<file path="src/verilog/pattern_trigger_defs.vh">
// Register map, field layout and timing constants of the pattern trigger
`ifndef PATTERN_TRIGGER_DEFS_VH
`define PATTERN_TRIGGER_DEFS_VH

// Register byte offsets
`define REG_CARE_OFS      12'h000
`define REG_LEVEL_OFS     12'h004
`define REG_CTRL_OFS      12'h008
`define REG_LIMIT_LO_OFS  12'h00c
`define REG_LIMIT_HI_OFS  12'h010
`define REG_STATUS_OFS    12'h014
`define REG_COUNT_OFS     12'h018

// Control register fields
`define CTRL_FUNC_LSB     0
`define CTRL_FUNC_MSB     1
`define CTRL_QUAL_LSB     2
`define CTRL_QUAL_MSB     4
`define CTRL_ARM_BIT      8

// Logic functions
`define FUNC_AND          2'h0
`define FUNC_NAND         2'h1
`define FUNC_OR           2'h2
`define FUNC_NOR          2'h3

// Time qualifiers
`define QUAL_SHORTER      3'h0
`define QUAL_LONGER       3'h1
`define QUAL_TIMEOUT      3'h2
`define QUAL_INSIDE       3'h3
`define QUAL_OUTSIDE      3'h4

// Reset values
`define CARE_RST          17'h00000
`define LEVEL_RST         17'h00000
`define CTRL_RST          9'h000
`define LIMIT_RST         32'h00000001

// Least duration limit, in picoseconds, and clock period
`define MIN_LIMIT_PS      2000
`define CLK_PERIOD_PS     20000

`endif

</file>
<file path="src/verilog/pattern_trigger.v">
// Pattern trigger with time qualification, configured over APB
//
// Overview of operation
// - After holdoff, watch sixteen channels plus auxiliary
// - Per-input level high/low/ignore; ignored inputs excluded
// - AND: true when all cared inputs match
// - NAND: true when any cared input differs
// - OR: true when any cared input matches
// - NOR: true when all cared inputs differ
// - Start timing on rise, never trigger there
// - Non-timeout qualifiers decide at true-to-false edge
// - Shorter-than: trigger if duration below limit
// - Longer-than: trigger if duration beyond limit
// - Time-out: trigger the moment duration exceeds limit
// - Inside window: above minimum and below maximum
// - Outside window: below minimum or above maximum
// - No trigger when every input is ignored
// - Least limit 2 ns, rounded up to one 20 ns cycle
`timescale 1ns/1ps
`include "pattern_trigger_defs.vh"

module pattern_trigger #(
  parameter CH_W  = 16,
  parameter CNT_W = 32
) (
  // Clock and reset
  input  wire              sys_clk,
  input  wire              rst_b,
  // APB slave
  input  wire              psel,
  input  wire              penable,
  input  wire              pwrite,
  input  wire [11:0]       paddr,
  input  wire [31:0]       pwdata,
  output reg  [31:0]       prdata,
  output reg               pready,
  output reg               pslverr,
  // Signals under test
  input  wire [CH_W-1:0]   channel_inputs,
  input  wire              aux_trig_in,
  input  wire              holdoff_done,
  // Trigger result
  output reg               trig_pulse,
  output reg               pattern_true
);

  localparam IN_W = CH_W + 1;
  // Least limit in cycles, rounded up, at least one
  localparam MIN_CYC = (`MIN_LIMIT_PS + `CLK_PERIOD_PS - 1) / `CLK_PERIOD_PS;
  localparam [CNT_W-1:0] MIN_LIMIT = MIN_CYC;

  ////////////////////////////////////////////////////////////////////////////
  // Registers

  reg [IN_W-1:0]  care_r;
  reg [IN_W-1:0]  level_r;
  reg [1:0]       func_r;
  reg [2:0]       qual_r;
  reg             arm_r;
  reg [CNT_W-1:0] limit_lo_r;
  reg [CNT_W-1:0] limit_hi_r;
  reg [CNT_W-1:0] dur_r;
  reg [CNT_W-1:0] last_dur_r;
  reg             to_fired_r;
  reg             trig_seen_r;

  // Clamp a limit to the least programmable value
  function [CNT_W-1:0] clamp_limit;
    input [31:0] v;
    begin
      if (v[CNT_W-1:0] < MIN_LIMIT)
        clamp_limit = MIN_LIMIT;
      else
        clamp_limit = v[CNT_W-1:0];
    end
  endfunction

  ////////////////////////////////////////////////////////////////////////////
  // Pattern comparison

  wire [IN_W-1:0] in_vec   = {aux_trig_in, channel_inputs};
  wire [IN_W-1:0] match    = ~(in_vec ^ level_r) & care_r;
  wire [IN_W-1:0] differ   = (in_vec ^ level_r) & care_r;
  wire            any_care = |care_r;
  wire            all_match  = (match == care_r);
  wire            all_differ = (differ == care_r);
  reg             comb_true;

  always @*
  begin
    case (func_r)
      `FUNC_AND:  comb_true = all_match;
      `FUNC_NAND: comb_true = ~all_match;
      `FUNC_OR:   comb_true = |match;
      `FUNC_NOR:  comb_true = all_differ;
      default:    comb_true = 1'b0;
    endcase
  end

  // Monitoring only while armed, holdoff over and some input cared for
  wire active   = arm_r & holdoff_done & any_care;
  wire cur_true = active & comb_true;

  ////////////////////////////////////////////////////////////////////////////
  // Duration timing and qualification

  // Duration leaves out the cycle just ended when the pattern falls
  wire [CNT_W-1:0] dur_inc = (dur_r == {CNT_W{1'b1}}) ? dur_r : dur_r + 1'b1;
  wire falling = pattern_true & ~cur_true;
  reg  qual_ok;

  always @*
  begin
    case (qual_r)
      `QUAL_SHORTER: qual_ok = (dur_r < limit_lo_r);
      `QUAL_LONGER:  qual_ok = (dur_r > limit_lo_r);
      `QUAL_INSIDE:  qual_ok = (dur_r > limit_lo_r) && (dur_r < limit_hi_r);
      `QUAL_OUTSIDE: qual_ok = (dur_r < limit_lo_r) || (dur_r > limit_hi_r);
      default:       qual_ok = 1'b0;
    endcase
  end

  wire is_timeout = (qual_r == `QUAL_TIMEOUT);
  // Fires once when the running duration passes the limit
  wire to_hit = is_timeout & cur_true & pattern_true & ~to_fired_r
              & (dur_r >= limit_lo_r);

  // Trigger decided at a true-to-false edge
  wire fall_trig = falling & ~is_timeout & qual_ok;

  // Combined result registered, one cycle behind the inputs
  always @(posedge sys_clk or negedge rst_b)
  begin
    if (!rst_b)
      pattern_true <= 1'b0;
    else
      pattern_true <= cur_true;
  end

  // Running duration restarts at every rise and is dropped at a fall
  always @(posedge sys_clk or negedge rst_b)
  begin
    if (!rst_b)
      dur_r <= {CNT_W{1'b0}};
    else if (cur_true && !pattern_true)
      dur_r <= {CNT_W{1'b0}};
    else if (falling)
      dur_r <= {CNT_W{1'b0}};
    else if (cur_true)
      dur_r <= dur_inc;
  end

  // Length of the last completed true period, for software
  always @(posedge sys_clk or negedge rst_b)
  begin
    if (!rst_b)
      last_dur_r <= {CNT_W{1'b0}};
    else if (falling)
      last_dur_r <= dur_r;
  end

  // One time-out trigger per true period
  always @(posedge sys_clk or negedge rst_b)
  begin
    if (!rst_b)
      to_fired_r <= 1'b0;
    else if (cur_true && !pattern_true)
      to_fired_r <= 1'b0;
    else if (to_hit)
      to_fired_r <= 1'b1;
  end

  // Trigger pulse lasts exactly one cycle
  always @(posedge sys_clk or negedge rst_b)
  begin
    if (!rst_b)
      trig_pulse <= 1'b0;
    else
      trig_pulse <= to_hit | fall_trig;
  end

  ////////////////////////////////////////////////////////////////////////////
  // APB slave, no wait state so every access answers in the second cycle

  // Every offset that answers without error
  function reg_mapped;
    input [11:0] a;
    begin
      case (a)
        `REG_CARE_OFS, `REG_LEVEL_OFS, `REG_CTRL_OFS, `REG_LIMIT_LO_OFS,
        `REG_LIMIT_HI_OFS, `REG_STATUS_OFS, `REG_COUNT_OFS:
          reg_mapped = 1'b1;
        default:
          reg_mapped = 1'b0;
      endcase
    end
  endfunction

  wire setup_ph = psel & ~penable;
  wire access   = psel & penable & pready;
  wire mapped   = reg_mapped(paddr);
  reg [31:0] rd_nxt;

  // Write strobes, taken at the access edge only
  wire wr_care  = access & pwrite & (paddr == `REG_CARE_OFS);
  wire wr_level = access & pwrite & (paddr == `REG_LEVEL_OFS);
  wire wr_ctrl  = access & pwrite & (paddr == `REG_CTRL_OFS);
  wire wr_lo    = access & pwrite & (paddr == `REG_LIMIT_LO_OFS);
  wire wr_hi    = access & pwrite & (paddr == `REG_LIMIT_HI_OFS);
  wire stat_clr = access & pwrite & (paddr == `REG_STATUS_OFS) & pwdata[0];

  // Sticky trigger flag: a trigger in the clear cycle still sets it
  always @(posedge sys_clk or negedge rst_b)
  begin
    if (!rst_b)
      trig_seen_r <= 1'b0;
    else if (to_hit || fall_trig)
      trig_seen_r <= 1'b1;
    else if (stat_clr)
      trig_seen_r <= 1'b0;
  end

  always @*
  begin
    rd_nxt = 32'h00000000;
    case (paddr)
      `REG_CARE_OFS:     rd_nxt[IN_W-1:0] = care_r;
      `REG_LEVEL_OFS:    rd_nxt[IN_W-1:0] = level_r;
      `REG_CTRL_OFS:
      begin
        rd_nxt[`CTRL_FUNC_MSB:`CTRL_FUNC_LSB] = func_r;
        rd_nxt[`CTRL_QUAL_MSB:`CTRL_QUAL_LSB] = qual_r;
        rd_nxt[`CTRL_ARM_BIT]                 = arm_r;
      end
      `REG_LIMIT_LO_OFS: rd_nxt[CNT_W-1:0] = limit_lo_r;
      `REG_LIMIT_HI_OFS: rd_nxt[CNT_W-1:0] = limit_hi_r;
      `REG_STATUS_OFS:   rd_nxt[2:0] = {any_care, pattern_true, trig_seen_r};
      `REG_COUNT_OFS:    rd_nxt[CNT_W-1:0] = last_dur_r;
      default:           rd_nxt = 32'h00000000;
    endcase
  end

  // Pattern definition
  always @(posedge sys_clk or negedge rst_b)
  begin
    if (!rst_b)
    begin
      care_r  <= `CARE_RST;
      level_r <= `LEVEL_RST;
    end
    else
    begin
      if (wr_care)
        care_r <= pwdata[IN_W-1:0];
      if (wr_level)
        level_r <= pwdata[IN_W-1:0];
    end
  end

  // Function, qualifier and arm; disarming mid-pattern acts as a fall
  always @(posedge sys_clk or negedge rst_b)
  begin
    if (!rst_b)
    begin
      func_r <= `FUNC_AND;
      qual_r <= `QUAL_SHORTER;
      arm_r  <= 1'b0;
    end
    else if (wr_ctrl)
    begin
      func_r <= pwdata[`CTRL_FUNC_MSB:`CTRL_FUNC_LSB];
      qual_r <= pwdata[`CTRL_QUAL_MSB:`CTRL_QUAL_LSB];
      arm_r  <= pwdata[`CTRL_ARM_BIT];
    end
  end

  // Limits never fall below the least programmable value
  always @(posedge sys_clk or negedge rst_b)
  begin
    if (!rst_b)
    begin
      limit_lo_r <= `LIMIT_RST;
      limit_hi_r <= `LIMIT_RST;
    end
    else
    begin
      if (wr_lo)
        limit_lo_r <= clamp_limit(pwdata);
      if (wr_hi)
        limit_hi_r <= clamp_limit(pwdata);
    end
  end

  // Bus answer: no wait state, ready in the first access cycle, error on an unmapped offset
  always @(posedge sys_clk or negedge rst_b)
  begin
    if (!rst_b)
    begin
      prdata  <= 32'h00000000;
      pready  <= 1'b0;
      pslverr <= 1'b0;
    end
    else
    begin
      pready  <= setup_ph;
      pslverr <= setup_ph & ~mapped;
      if (setup_ph)
        prdata <= pwrite ? 32'h00000000 : rd_nxt;
    end
  end

endmodule

</file>
<file path="config.mk">
export PLATFORM = sky130hd
export DESIGN_NAME = pattern_trigger
export DESIGN_NICKNAME = d
export VERILOG_FILES = /design/src/verilog/pattern_trigger.v
export VERILOG_INCLUDE_DIRS = /design/src /design/src/verilog
export SDC_FILE = /design/constraint.sdc
export NUM_CORES = 1
export LEC_CHECK = 0
export BUFFER_PORTS_ARGS = -buffer_cell sky130_fd_sc_hd__buf_2
export CELL_PAD_IN_SITES_DETAIL_PLACEMENT = 0
export CELL_PAD_IN_SITES_GLOBAL_PLACEMENT = 2
export CORE_MARGIN = 2
export CORE_UTILIZATION = 34
export CTS_CLUSTER_DIAMETER = 40
export DETAILED_ROUTE_END_ITERATION = 7
export PLACE_DENSITY_LB_ADDON = 0.2
export SLEW_MARGIN = 25
export SYNTH_ARGS = -nofsm -noshare
export SYNTH_HDL_FRONTEND = slang
export SYNTH_SLANG_ARGS = --single-unit
</file>
<file path="constraint.sdc">
create_clock -name sys_clk -period 3.9 [get_ports sys_clk]
set_input_delay 0.195 -clock sys_clk [delete_from_list [all_inputs] [get_ports sys_clk]]
set_output_delay 0.195 -clock sys_clk [all_outputs]
set_load 0.02 [all_outputs]
</file>
==> flow_summary.yaml, run 1 <==
synthesis:
  ys_seq_elements: 206
  synth_flop_cell: "dfrtp_1"
  synth_top_area_cell: "dfrtp_1"
  netlist_area_sq_mm: 0.0114
  synth.top_cells.by_area: "dfrtp_1 45%, mux2_2 8.9%, ha_1 7.1%"
  synth_top_area_share_pct: 44.8
  synth_cell_types: 63
  synthCells: 1136
  synth_edf_count: 0
  synthesis.nets: 1268
  ys_warn_count: 0
  seq_area_frac_synth_pct: 45.3
  async_flop_share_pct: 100
  synth_area_per_cell_sq_um: 10.0
setup_path:
  worst-path-max-fanout: 46
  crit_family: "simple AND/OR/NAND/NOR gates"
  start_kind: "flop"
  worst_setup_path_end_kind: "flop"
  critPathSlowestCell: "or3_2"
  required_ps: 4270
  cpPeakStageDelay_ps: 730
  cp.arrival_ps: 3540
  worstPathCellList: "xnor2_1, nor2b_1, a221o_1, nor3_1, mux2_2, or3_2, buf_4, nand2_1, o21ai_0"
  path_buf_inv: 1
  path_class: "flop to flop"
route:
  drc: 0
  routed_wl_mm: 36.9
  drtIter0Drc: 828
  wire_per_inst_um: 21.1
  via_per_inst: 5.33
  vias: 9314
  drtPass1Iterations: 8
  detail-route-antenna-nets: 0
final_layout:
  final_cell_mix: "204 x dfrtp_1, 132 x nand2_1, 115 x inv_1"
  mostFrequentLayoutCell: "dfrtp_1"
  drive_above_1_share_pct: 24.3
  nNetsFinal: 1406
  utilization_pct: 42.2
  syn_to_final_growth_pct: 23.2
  n_antenna_cell: 0
floorplanning:
  initial_core_util_pct: 34.2
  core_sq_mm: 0.0333
  io_pins: 103
  row_count: 67
  fp.dieArea_sq_mm: 0.0350
  die_y_um: 187
  die_x_um: 187
timing:
  slew_headroom_pct: 41.2
  worst_slew_pin_slew_ps: 880
  setup_violations: 0
  rsz0062_at_grt: "false"
  fin_crit_ps: 3170
  hold_viol: 0
  drv_slew: 0
  finalCritPeriodShare_pct: 81.4
  skew_ps: 17.2
  max_freq_mhz: 315
  fin_setup_tns_ps: 0
  worst_hold_slack_ps: 20.5
clocking:
  cts_root_buffer: "clkbuf_16"
  cts_tree: "done"
  clockBufferDepth: 3
  path_clk_slew_ps: 50
  htree_levels: 2
  cts_sinks: 206
  clock_latency_ps: 510
  cts_setup_buffers: 0
  cts_resized: 0
  cts_made_buffers: 37
grt:
  grt_max_degree: 125
  grt_util_all_layers_pct: 21.3
  antenna_found_initial: 0
  grt_overflow: 0
  grt_pass1_vias: 9343
  grt_pass1_wl_mm: 57.9
placement:
  place.gp.congestion: 0.855
  hpwl_mm: 27.2
  portBuffers: 102
hold_path:
  worst_hold_path_type: "primary input to flop"
flow_run:
  maxCapViolCount: 0
power:
  vdd_drop_max_uv: 237
  cellPowerDensity_mw_per_mm2: 413
  p_leak_nw: 6.51
outcome:
  status: "completed"
worst register-to-register path, cell delays in order, from the launching register on:
cell     delay (ps)
dfrtp_1         400
xnor2_1         280
nor2b_1          80
a221o_1         270
nor3_1          290
mux2_2          380
or3_2           730
buf_4           390
nand2_1         130
o21ai_0          90
worst paths after layout:
kind | start | end | slack, ps | cells past startpoint
max | level_r[11] | last_dur_r[22] | 730 | 9
max in group asynchronous | rst_b | limit_lo_r[0] | 2500 | 4
max reg2reg | level_r[11] | last_dur_r[22] | 730 | 9
min | pwdata[11] | care_r[11] | 20 | 2
min reg2reg | prdata[15] | prdata[15] | 470 | 2
min in group asynchronous | rst_b | prdata[6] | 190 | 2
cells in the mapped netlist (8+ instances only):
| cell type | n |
|---|---|
| a21o_1 | 14 |
| a21oi_1 | 35 |
| a221oi_1 | 12 |
| a222oi_1 | 19 |
| clkbuf_1 | 37 |
| dfrtp_1 | 204 |
| ha_1 | 65 |
| inv_1 | 115 |
| mux2_2 | 90 |
| mux2i_1 | 14 |
| nand2_1 | 132 |
| nand3_1 | 42 |
| nand4_1 | 30 |
| nor2_1 | 35 |
| nor3_1 | 18 |
| nor4_1 | 17 |
| o211ai_1 | 9 |
| o21ai_0 | 93 |
| o21ai_1 | 8 |
| o221ai_2 | 19 |
| o2bb2ai_1 | 11 |
| xor2_1 | 14 |
metrics by stage:
step	area [sq um]	total power, mW	std cells	setup slack [ps]
after global routing	14000	6.00	1749	529
final	14000	5.80	1749	727
after floorplan	11400	2.23	1136	1370
after CTS	14000	5.87	1748	751
after detailed placement	12400	2.36	1658	773
after global placement	12400	2.36	1658	845
area by class of cell:
cell class | instances | area [sq um]
Clock buffer | 45 | 1030
Clock inverter | 21 | 304
Fill cell | 3262 | 19200
Inverter | 115 | 432
Multi-Input combinational cell | 762 | 5580
Sequential cell | 206 | 5160
Tap cell | 448 | 561
Timing Repair Buffer | 152 | 976
layer usage:
| layer | vias to the layer above | part of all wire, % | GRT usage [%] |
|---|---|---|---|
| li1 | 4419 | - | - |
| met1 | 4599 | 51 | 33.0 |
| met2 | 259 | 42 | 31.2 |
| met3 | 37 | 5.0 | 3.25 |
| met4 | 0 | 1.4 | 4.67 |
| met5 | - | 0 | 0 |
power by group:
| part | internal, mW | leakage [nW] | switching [mW] |
|---|---|---|---|
| clock network | 2.34 | 0.642 | 1.12 |
| logic | 0.0692 | 3.40 | 0.131 |
| registers | 2.14 | 2.47 | 0.000753 |
| total | 4.55 | 6.51 | 1.25 |
cell families (layout without fill, tap and decap cells):
group / Yosys count / count (layout) / share of synthesized area, %
DFF: 206 / 206 / 45.3
and+or+nand+nor: 310 / 310 / 13.1
AOI/OAI and AO/OA: 259 / 259 / 16.3
muxes: 109 / 109 / 11.0
xor gates and xnor gates: 19 / 19 / 1.46
buffers and inverters: 168 / 333 / 5.81
adders and majority gates: 65 / 65 / 7.14
state kept, by name, summed over array words and instances, names as in the netlist, 2 cells and up:
name / count
limit_hi_r: 32
care_r: 17
limit_lo_r: 32
dur_r: 32
prdata: 32
qual_r: 3
func_r: 2
last_dur_r: 32
level_r: 17
what timing repair did:
| action | CTS | global route |
|---|---|---|
| hold buffers | 24 | 0 |
| setup endpoints to repair | 0 | 0 |
| hold endpoints to repair | 159 | 0 |
(Power assumes the default switching activity.)
==> inputs of run 2 (changes only) <==
clock period = 2.9 ns   (was 3.9 ns; I/O delays follow)
==> flow_summary.yaml, run 2 (synthesis results as in run 1) <==
placement:
  portBuffers: 102
  place.gp.congestion: 0.841
  post_dp_cell_area_sq_mm: 0.0127
  placed_cells: 1689
  hpwl_mm: 27.9
power:
  p_leak_nw: 6.75
  p_comb_share_pct: 3.6
  internal_power_mw: 6.08
  totalPowerFinal_mw: 7.85
  cellPowerDensity_mw_per_mm2: 543
  p_seq_share_pct: 36.7
  pwr-share-clk_pct: 59.7
  swShare_pct: 22.6
  p_switching_mw: 1.77
  vdd_drop_max_uv: 317
final_layout:
  syn_to_final_growth_pct: 27.0
  final_area_sq_mm: 0.0145
  instances_no_fill: 1792
  n_fill_cell: 3246
  n_antenna_cell: 0
  drive_above_1_share_pct: 26.5
  nNetsFinal: 1448
  mostFrequentLayoutCell: "dfrtp_1"
  multi_input_comb_area_sq_mm: 0.00563
  register_area_sq_mm: 0.00516
  final_cell_mix: "204 x dfrtp_1, 131 x nand2_1, 115 x inv_1"
route:
  routed_wl_mm: 38.1
  drc: 0
  drtPass1Iterations: 6
  vias: 9508
  wire_per_inst_um: 21.3
  via_per_inst: 5.31
  detail-route-antenna-nets: 0
  drtIter0Drc: 852
timing:
  hold_viol: 0
  slew_headroom_pct: 47.5
  setup_violations: 0
  skew_ps: 9.64
  finalCritPeriodShare_pct: 96.1
  fin_crit_ps: 2790
  drv_slew: 0
  worst_slew_pin_slew_ps: 788
  max_freq_mhz: 359
setup_path:
  r2r.worst_path.cells: 8
  critPathSlowestCell: "mux2_8"
  required_ps: 3350
  worstPathCellList: "xor2_1, o22ai_1, nor4_1, nand3_1, mux2_2, or2_1, mux2_8, o221ai_2"
  path_buf_inv: 0
  crit_family: "simple AND/OR/NAND/NOR gates"
  worst-path-max-fanout: 31
  cp.arrival_ps: 3230
  cpPeakStageDelay_ps: 490
  start_kind: "flop"
  path_class: "flop to flop"
  cp_num_cells: 8
  worst_setup_path_end_kind: "flop"
grt:
  grt_overflow: 0
  grt_pass1_vias: 9541
  grt_util_all_layers_pct: 22.1
  antenna_found_initial: 0
  grt_max_degree: 75
  grt_pass1_wl_mm: 59.5
clocking:
  cts_root_buffer: "clkbuf_16"
  cts_made_buffers: 38
  path_clk_slew_ps: 50
  clockBufferDepth: 3
  cts_tree: "done"
  htree_levels: 2
  clock_latency_ps: 530
  cts_sinks: 206
hold_path:
  min_path_cells: 3
  worst_hold_path_type: "primary input to flop"
floorplanning:
  core_sq_mm: 0.0333
  fp.dieArea_sq_mm: 0.0350
  initial_core_util_pct: 34.2
  die_x_um: 187
  row_count: 67
  io_pins: 103
  die_y_um: 187
flow_run:
  maxCapViolCount: 0
outcome:
  status: "completed"
[run 2: cell types whose count changed in the layout (fill, tap and decap cells not counted), sizes merged]
cell         before  now
buf             128  158
bufinv            7    6
clkbuf           45   46
clkinv            8   10
clkinvlp          5    4
dlygate4sd3      24   35
inv             116  117
[run 2: cell type report]
cell class              instances  area share, %
well taps                     448           3.88
flip-flops and latches        206           35.7
clock inverters                22           2.05
clock buffers                  46           7.20
multi-input cells             762           39.0
repair buffers                193           9.27
inverters                     115           2.98
[run 2: path summary, 6_finish.rpt]
path	from	end	slack, ps
min in group asynchronous	rst_b	prdata[12]	160
hold reg to reg	prdata[18]	prdata[18]	470
setup reg to reg	level_r[12]	dur_r[20]	110
hold / removal	pwrite	prdata[7]	140
setup / recovery	level_r[12]	dur_r[20]	110
max in group asynchronous	rst_b	dur_r[10]	1700
[run 2: repair_timing]
| action | 4_1_cts | 5_1_grt |
|---|---|---|
| gates cloned | 0 | 0 |
| resized for setup | 1 | 8 |
| setup buffers | 0 | 0 |
| setup endpoints to repair | 31 | 37 |
| endpoints found under the hold margin | 156 | 0 |
| pin swaps | 0 | 2 |
| hold buffers | 35 | 0 |
[run 2: layer usage]
metal / GRT usage, % / share of wire, % / vias to the layer above
li1: - / - / 4510
met5: 0 / 0 / -
met3: 3.40 / 4.9 / 51
met1: 34.1 / 51 / 4682
met4: 5.40 / 1.9 / 0
met2: 31.9 / 42 / 265
[run 2: worst reg2reg max path, cell delays in order (launching register included)]
cell	delay [ps]
dfrtp_1	390
xor2_1	260
o22ai_1	120
nor4_1	360
nand3_1	180
mux2_2	330
or2_1	320
mux2_8	500
o221ai_2	240
[run 2: power by group through the flow]
stage	clock, mW	combinational (mW)	sequential, mW
floorplan	0	0.0608	2.93
global placement	0	0.250	2.93
detailed placement	0	0.248	2.93
CTS	4.76	0.285	2.88
global route	4.91	0.309	2.88
finish	4.69	0.281	2.88
[run 2: metrics by stage]
stage               TNS (ps)  setup slack (ps)  util (%)  hold WS (ps)
floorplan                  0               370         -          -151
global placement        -724             -69.6      38.2           171
detailed placement      -995             -77.1      38.2           172
CTS                        0             0.607      43.3           141
global route           -47.0             -18.6      43.5           177
finish                     0               113      43.5           136
